### src/acm_defines.svh
`ifndef ACM_DEFINES_SVH
`define ACM_DEFINES_SVH

// Synchroniser bit positions
`define ACM_I_CS      0
`define ACM_I_SCLK    1
`define ACM_I_DIN     2
`define ACM_I_FS      3
`define ACM_I_WID     4
`define ACM_NSYNC     5
// Synchroniser reset: select and frame-sync at their idle high level
`define ACM_SYNC_RST  5'h09

// Widths and transfer lengths
`define ACM_RES_W     14
`define ACM_WORD_W    16
`define ACM_CMD_W     8
`define ACM_BYTE_LAST 3'h7
`define ACM_WORD_LAST 4'hf

// Conversion time, least, rounded up to cycles of clk
`define ACM_CLK_MHZ   50
`define ACM_CONV_NS   1000
`define ACM_CONV_CYC  ((`ACM_CONV_NS * `ACM_CLK_MHZ + 999) / 1000)
`endif

### src/acm_pkg.sv
package acm_pkg;
    // Power and conversion states, one-hot
    typedef enum logic [2:0] {
        ACM_OFF  = 3'h1,
        ACM_IDLE = 3'h2,
        ACM_CONV = 3'h4
    } acm_state_t;
endpackage : acm_pkg

### src/acm_ctrl.sv
`include "acm_defines.svh"

module acm_ctrl (
    input  wire logic                    clk,             // 50 MHz clock
    input  wire logic                    rst_n,           // Async reset
    input  wire logic                    cs_n,            // Select pin
    input  wire logic                    sclk,            // Serial clock pin
    input  wire logic                    din,             // Serial data pin
    input  wire logic                    frame_sync_receive_in, // Sync pin
    input  wire logic                    transfer_width_select, // Width pin
    input  wire logic                    fs_mode,         // Frame-sync mode
    input  wire logic                    ext_ref_mode,    // External ref
    input  wire logic                    ext_clk_mode,    // External clock
    input  wire logic [`ACM_RES_W-1:0]   conv_data,       // Core result
    output logic                         shutdown,        // Full power-down
    output logic                         ref_power_down,  // Ref+buffer off
    output logic                         conv_busy,       // Converting
    output logic                         eoc_n,           // Conversion done
    output logic                         dout,            // Serial data out
    output logic                         dout_oe,         // Drives dout
    output logic [`ACM_CMD_W-1:0]        cmd_byte,        // Last command
    output logic                         cmd_valid,       // Command pulse
    output logic                         xfer_done,       // Transfer ended
    output logic                         buf_full         // Buffer stalls
);
    import acm_pkg::*;

    // ------------------------------------------------------------------
    // State record
    // ------------------------------------------------------------------
    typedef struct packed {
        logic [`ACM_NSYNC-1:0]              sync1;
        logic [`ACM_NSYNC-1:0]              sync2;
        logic [`ACM_NSYNC-1:0]              prev;
        acm_state_t                         state;
        logic [7:0]                         conv_cnt;
        logic [`ACM_CMD_W-1:0]              cmd_sh;
        logic [2:0]                         cmd_cnt;
        logic [`ACM_CMD_W-1:0]              cmd_byte;
        logic                               cmd_valid;
        logic [1:0][`ACM_WORD_W-1:0]        mem;
        logic                               wr_ptr;
        logic                               rd_ptr;
        logic [1:0]                         count;
        logic [`ACM_WORD_W-1:0]             out_sh;
        logic                               out_loaded;
        logic [3:0]                         bit_cnt;
        logic                               dout;
        logic                               xfer_done;
        logic                               eoc_n;
    } acm_st_t;

    localparam logic [7:0] CONV_LAST = 8'(`ACM_CONV_CYC - 1);

    acm_st_t r;
    acm_st_t next_r;

    // Edge finders read the second synchroniser stage and its delayed copy
    function automatic logic acm_rise(input acm_st_t s, input int i);
        acm_rise = s.sync2[i] & ~s.prev[i];
    endfunction : acm_rise

    function automatic logic acm_fall(input acm_st_t s, input int i);
        acm_fall = ~s.sync2[i] & s.prev[i];
    endfunction : acm_fall

    // ------------------------------------------------------------------
    // Next-state logic
    // ------------------------------------------------------------------
    logic in_edge;
    logic out_edge;
    logic sel_low;
    logic wide;
    logic start;
    logic push;
    logic pop;
    logic fifo_rdy;
    logic fifo_vld;

    // Whole record computed in one pass
    always_comb begin
        next_r           = r;
        next_r.sync1     = {transfer_width_select, frame_sync_receive_in,
                            din, sclk, cs_n};
        next_r.sync2     = r.sync1;
        next_r.prev      = r.sync2;
        next_r.cmd_valid = 1'b0;
        next_r.xfer_done = 1'b0;
        sel_low          = ~r.sync2[`ACM_I_CS];
        wide             = r.sync2[`ACM_I_WID];
        // Sampling edge swaps with the mode; dout moves on the other edge
        in_edge  = fs_mode ? acm_fall(r, `ACM_I_SCLK)
                           : acm_rise(r, `ACM_I_SCLK);
        out_edge = fs_mode ? acm_rise(r, `ACM_I_SCLK)
                           : acm_fall(r, `ACM_I_SCLK);
        fifo_rdy = (r.count != 2'h2);
        fifo_vld = (r.count != 2'h0);
        // Serial mode starts on a full command; frame-sync mode on a pulse
        start    = fs_mode ? acm_rise(r, `ACM_I_FS)
                           : (r.cmd_valid && r.sync2[`ACM_I_FS]);
        push     = 1'b0;
        pop      = 1'b0;

        unique case (r.state)
            ACM_OFF: begin
                // Only a falling select edge leaves shutdown
                if (acm_fall(r, `ACM_I_CS)) begin
                    next_r.state = ACM_IDLE;
                end
            end
            ACM_IDLE: begin
                // Full buffer holds off the next conversion
                if (start && fifo_rdy) begin
                    next_r.state    = ACM_CONV;
                    next_r.conv_cnt = 8'h00;
                end
            end
            ACM_CONV: begin
                if (r.conv_cnt == CONV_LAST) begin
                    push         = 1'b1;
                    next_r.state = ACM_IDLE;
                end else begin
                    next_r.conv_cnt = r.conv_cnt + 8'h01;
                end
            end
            default: begin
                next_r.state = ACM_OFF;
            end
        endcase
        // Select high wins over everything; staying low keeps running
        if (!sel_low) begin
            next_r.state   = ACM_OFF;
            next_r.cmd_cnt = 3'h0;
            next_r.bit_cnt = 4'h0;
        end

        // Command byte assembly
        if (r.state != ACM_OFF && sel_low && in_edge) begin
            next_r.cmd_sh  = {r.cmd_sh[`ACM_CMD_W-2:0],
                              r.sync2[`ACM_I_DIN]};
            next_r.cmd_cnt = r.cmd_cnt + 3'h1;
            if (r.cmd_cnt == `ACM_BYTE_LAST) begin
                next_r.cmd_byte  = {r.cmd_sh[`ACM_CMD_W-2:0],
                                    r.sync2[`ACM_I_DIN]};
                next_r.cmd_valid = 1'b1;
            end
        end

        // Output shifter drains the buffer; a stalled host fills it
        if (r.out_loaded && r.state != ACM_OFF && sel_low && out_edge) begin
            next_r.dout    = r.out_sh[`ACM_WORD_W-1];
            next_r.out_sh  = {r.out_sh[`ACM_WORD_W-2:0], 1'b0};
            next_r.bit_cnt = r.bit_cnt + 4'h1;
            // A byte frame ends every 8 bits when narrow
            if ((!wide && r.bit_cnt[2:0] == `ACM_BYTE_LAST) ||
                r.bit_cnt == `ACM_WORD_LAST) begin
                next_r.xfer_done = 1'b1;
            end
            if (r.bit_cnt == `ACM_WORD_LAST) begin
                next_r.out_loaded = 1'b0;
            end
        end else if (!r.out_loaded && fifo_vld) begin
            pop               = 1'b1;
            // MSB shows at once, so it stands before the first host sample
            next_r.dout       = r.mem[r.rd_ptr][`ACM_WORD_W-1];
            next_r.out_sh     = {r.mem[r.rd_ptr][`ACM_WORD_W-2:0], 1'b0};
            next_r.out_loaded = 1'b1;
            next_r.bit_cnt    = 4'h0;
        end

        // Two-entry buffer bookkeeping
        if (push) begin
            next_r.mem[r.wr_ptr] = {{(`ACM_WORD_W - `ACM_RES_W){1'b0}},
                                    conv_data};
            next_r.wr_ptr        = ~r.wr_ptr;
        end
        if (pop) begin
            next_r.rd_ptr = ~r.rd_ptr;
        end
        next_r.count = r.count + {1'b0, push} - {1'b0, pop};
        // Shutdown drops pending results; they would be stale on wake
        if (!sel_low) begin
            next_r.count      = 2'h0;
            next_r.out_loaded = 1'b0;
            next_r.wr_ptr     = 1'b0;
            next_r.rd_ptr     = 1'b0;
        end

        // Done flag only means something on the internal clock
        next_r.eoc_n = ext_clk_mode ? 1'b1
                     : !(next_r.count != 2'h0 || next_r.out_loaded);
    end

    // ------------------------------------------------------------------
    // State register
    // ------------------------------------------------------------------
    // Reset loads constants only; pins are caught after release
    always_ff @(posedge clk or negedge rst_n) begin
        if (!rst_n) begin
            r       <= '0;
            r.sync1 <= `ACM_SYNC_RST;
            r.sync2 <= `ACM_SYNC_RST;
            r.prev  <= `ACM_SYNC_RST;
            r.state <= ACM_OFF;
            r.eoc_n <= 1'b1;
        end else begin
            r <= next_r;
        end
    end

    // ------------------------------------------------------------------
    // Outputs
    // ------------------------------------------------------------------
    // Reference stays off while shut down or with an external one
    assign shutdown       = (r.state == ACM_OFF);
    assign ref_power_down = ext_ref_mode || shutdown;
    assign conv_busy      = (r.state == ACM_CONV);
    assign eoc_n          = r.eoc_n;
    assign dout           = r.dout;
    assign dout_oe        = !shutdown;
    assign cmd_byte       = r.cmd_byte;
    assign cmd_valid      = r.cmd_valid;
    assign xfer_done      = r.xfer_done;
    assign buf_full       = (r.count == 2'h2);
endmodule : acm_ctrl

### config.mk
export PLATFORM = sky130hd
export DESIGN_NAME = acm_ctrl
export DESIGN_NICKNAME = d
export VERILOG_FILES = /design/src/acm_pkg.sv /design/src/acm_ctrl.sv
export VERILOG_INCLUDE_DIRS = /design/src
export SDC_FILE = /design/constraint.sdc
export NUM_CORES = 1
export LEC_CHECK = 0
export BUFFER_PORTS_ARGS = -buffer_cell sky130_fd_sc_hd__buf_2
export CAP_MARGIN = 20
export CORE_ASPECT_RATIO = 1.2
export CORE_MARGIN = 3
export CORE_UTILIZATION = 58
export CTS_CLUSTER_SIZE = 30
export DETAILED_ROUTE_END_ITERATION = 8
export HOLD_SLACK_MARGIN = 0.05
export MAX_ROUTING_LAYER = met4
export PLACE_DENSITY = 0.78
export SETUP_SLACK_MARGIN = 0.5
export SLEW_MARGIN = 20
export SYNTH_ARGS = -nofsm -noshare
export SYNTH_HDL_FRONTEND = slang
export SYNTH_SLANG_ARGS = --single-unit
### constraint.sdc
create_clock -name clk -period 2.75 [get_ports clk]
set_input_delay 0.1375 -clock clk [delete_from_list [all_inputs] [get_ports clk]]
set_output_delay 0.1375 -clock clk [all_outputs]
set_load 0.01 [all_outputs]
==> summary.md <==
| Metric | Value |
|---|---|
| Status | `finished, final reports clean` |
| RSZ-0062 raised after global routing | `true` |
| Vias per cell | `5.64` |
| Largest net degree at the start of global routing | `53` |
| Critical path fanouts, max | `6` |
| Lkg Pwr | `2.35 nW` |
| Core Rows | `33` |
| CP peak stage delay | `0.42 ns` |
| Most frequent cells in the layout | `dfrtp_1, mux2_2, buf_2` |
| Syn Inst Count | `333` |
| Seq/Total Area, Yosys | `58.2%` |
| CP Cell Sequence | `or3b_4, inv_2, nand2_1, ha_1, inv_1, ha_2, xor2_2, and2_4, nor3_4, o31ai_2` |
| Mean Syn Cell Area | `12.7 um2` |
| Worst min-delay path category | `in2async` |
| Critical Path RT | `3.03 ns` |
| Hpwl dp | `4750 um` |
| Tmin final | `2.16 ns` |
| Fin Setup TNS | `0 ns` |
| Synthesized Nets | `365` |
| Placed Cells | `443` |
| Initial antenna violation count | `0` |
| Max VDD drop | `0.000528 V` |
| Clock slew at reported path FFs | `0.10 ns` |
| Pre-CTS WS | `0.323 ns` |
| Layout cells sized above 1 | `34.1%` |
| Final setup viols | `0` |
| Final Core Density | `72.1%` |
| Buf+Inv Stages, Crit Path | `2` |
| Vias in the first global route | `2,780` |
| Register-to-register setup slack | `0.59 ns` |
| Total gr overflow | `0` |
| Total GRT Usage | `19.4%` |
| IO Pins | `41` |
| Slew Limit Fails | `0` |
| Worst Reg-to-Reg Cells | `10` |
| Clock Sink Count | `98` |
| Clock skew | `0.00729 ns` |
| CP arrival | `2.44 ns` |
| Total CTS buffers | `9` |
| Synth async-reset ratio | `100%` |
| Nets | `426` |
| Relative slew slack | `44.2%` |
| CTS H-tree lvls | `3` |
| Design area | `5000 um2` |
| Starting DRT DRC Count | `141` |
| CTS root buffer | `clkbuf_8` |
| Final critical-path setup slack | `0.589 ns` |
| Final Cycle Share | `78.6%` |
| Routability Congestion | `0.818` |
| First-pass detailed-route iteration total | `7` |
| DP Area | `4470 um2` |
| Hold Fails Final Rpt | `0` |
| Worst slew pin tran | `0.837 ns` |
| Die X | `84.0 um` |
| Pwr/cell area | `720 nW/um2` |
| RR Startpoint | `r[90]` |
| Leading cell type in the layout, fill and taps excluded | `dfrtp_1` |
| Max-cap violations | `0` |
| Layout area overhead | `18.2%` |
| Critical Path End Type | `flip-flop` |
| Fmax | `0.463 GHz` |
| Post-route ant nets | `0` |
| EDFF count, synth | `0` |
| Core footprint | `6940 um2` |
| Critical path startpoint category | `flip-flop` |
| CP Class | `reg2reg` |
| Mapped Area | `4230 um2` |
| Crit path max-delay cell type | `dfrtp_2` |
| First-pass GRT wire length | `12,700 um` |
| WL per Instance | `15.0 um` |
| Yosys warnings | `0` |
| CP delay by family, top | `simple AND/OR/NAND/NOR gates` |
| Post-Route WL | `7300 um` |
| Fin cells | `486` |
| DR DRC count | `0` |
| Die footprint | `8360 um2` |
| Primary FF master, synth | `dfrtp_1` |
| Yosys cell types | `49` |
| Synth Register Bits | `98` |
| Number of diodes | `0` |
| Die Y | `99.5 um` |
| CTS tree | `built` |
| Clock Latency Late Sink | `0.35 ns` |
| Critical R2R Capture | `eoc_n` |
| I/O Buffers | `40` |
| CTS max path bufs | `2` |
| Vias post-DR | `2,742` |
| Initial Util | `61.0%` |
[Yosys cell counts, types with 3 or more instances]
master    number  area share (%)
nand3b_1       3            0.53
mux2_2        43              11
clkbuf_1       8            0.71
xor2_1         3            0.62
inv_1          9            0.80
a221o_1       13             3.1
nor2b_1        3            0.44
dfrtp_1       90              53
a31oi_1        4            0.59
buf_2          5            0.59
nand3_1        7            0.83
o21ai_0        9             1.1
dfstp_2        8             5.0
mux2i_1       18             4.3
nand2b_1       5            0.74
nand2_1       22             2.0
nor2_1        24             2.1
ha_1           8             2.4
buf_4         10             1.8
[state kept, by name, indices dropped and copies added, names as in the netlist]
| register | flops |
|---|---|
| next_r | 10 |
| dout | 1 |
| xfer_done | 1 |
| cmd_byte | 8 |
| eoc_n | 1 |
| cmd_valid | 1 |
| r | 76 |
[area by class of cell]
| type | instances | area (um2) |
|---|---|---|
| timing repair buffer | 73 | 515 |
| inverter | 10 | 37.5 |
| tap | 87 | 109 |
| multi-input combinational | 202 | 1640 |
| clock inverter | 7 | 106 |
| clock buffer | 9 | 124 |
| sequential | 98 | 2460 |
| fill | 521 | 1940 |
[routing by layer]
metal | global-route usage [%] | share of wire [%] | vias up
met5 | - | 0 | -
met4 | 5.94 | 0.97 | 0
met3 | 3.81 | 3.1 | 6
met2 | 31.8 | 51 | 44
met1 | 24.7 | 45 | 1399
li1 | - | - | 1293
[worst max path at each step]
stage                     start  endpoint  slack (ns)  depth (start not counted)
final                     r[90]     eoc_n        0.59                         10
after global routing      r[90]     eoc_n        0.45                         10
after CTS                 r[90]     eoc_n        0.51                         10
after detailed placement  r[90]     eoc_n        0.32                         10
after global placement    r[90]     eoc_n        0.43                         10
after floorplan           r[90]     eoc_n        0.50                         12
[where the power goes]
| part | total, W | internal (W) | switching (W) |
|---|---|---|---|
| Clock | 0.00105 | 0.000530 | 0.000524 |
| Combinational | 0.000701 | 0.000353 | 0.000347 |
| Sequential | 0.00184 | 0.00165 | 0.000196 |
| Total | 0.00360 | 0.00253 | 0.00107 |
[cell families (layout without fill, tap and decap cells)]
group	after synthesis	in the layout	synth area share [%]
fa+ha+maj	8	8	2.37
flops	98	98	58.2
buf+inv	33	99	3.96
simple gates	83	83	10.2
compound gates	46	46	8.70
xor+xnor	4	4	0.829
mux	61	61	15.7
[stage by stage]
stage | hold slack [ns] | total power (W)
floorplan | -0.158 | 0.00228
global placement | 0.176 | 0.00245
detailed placement | 0.178 | 0.00249
CTS | 0.325 | 0.00357
global route | 0.344 | 0.00382
finish | 0.323 | 0.00360
[repair_timing]
| action | in CTS | in global routing |
|---|---|---|
| pin swaps | 0 | 3 |
| gates resized for setup | 2 | 9 |
| hold endpoints to repair | 78 | 0 |
| buffers inserted | 1 | 5 |
| hold buffers | 21 | 0 |
| endpoints found under the setup margin | 2 | 16 |
No activity file was read; power rests on OpenSTA's default activity.
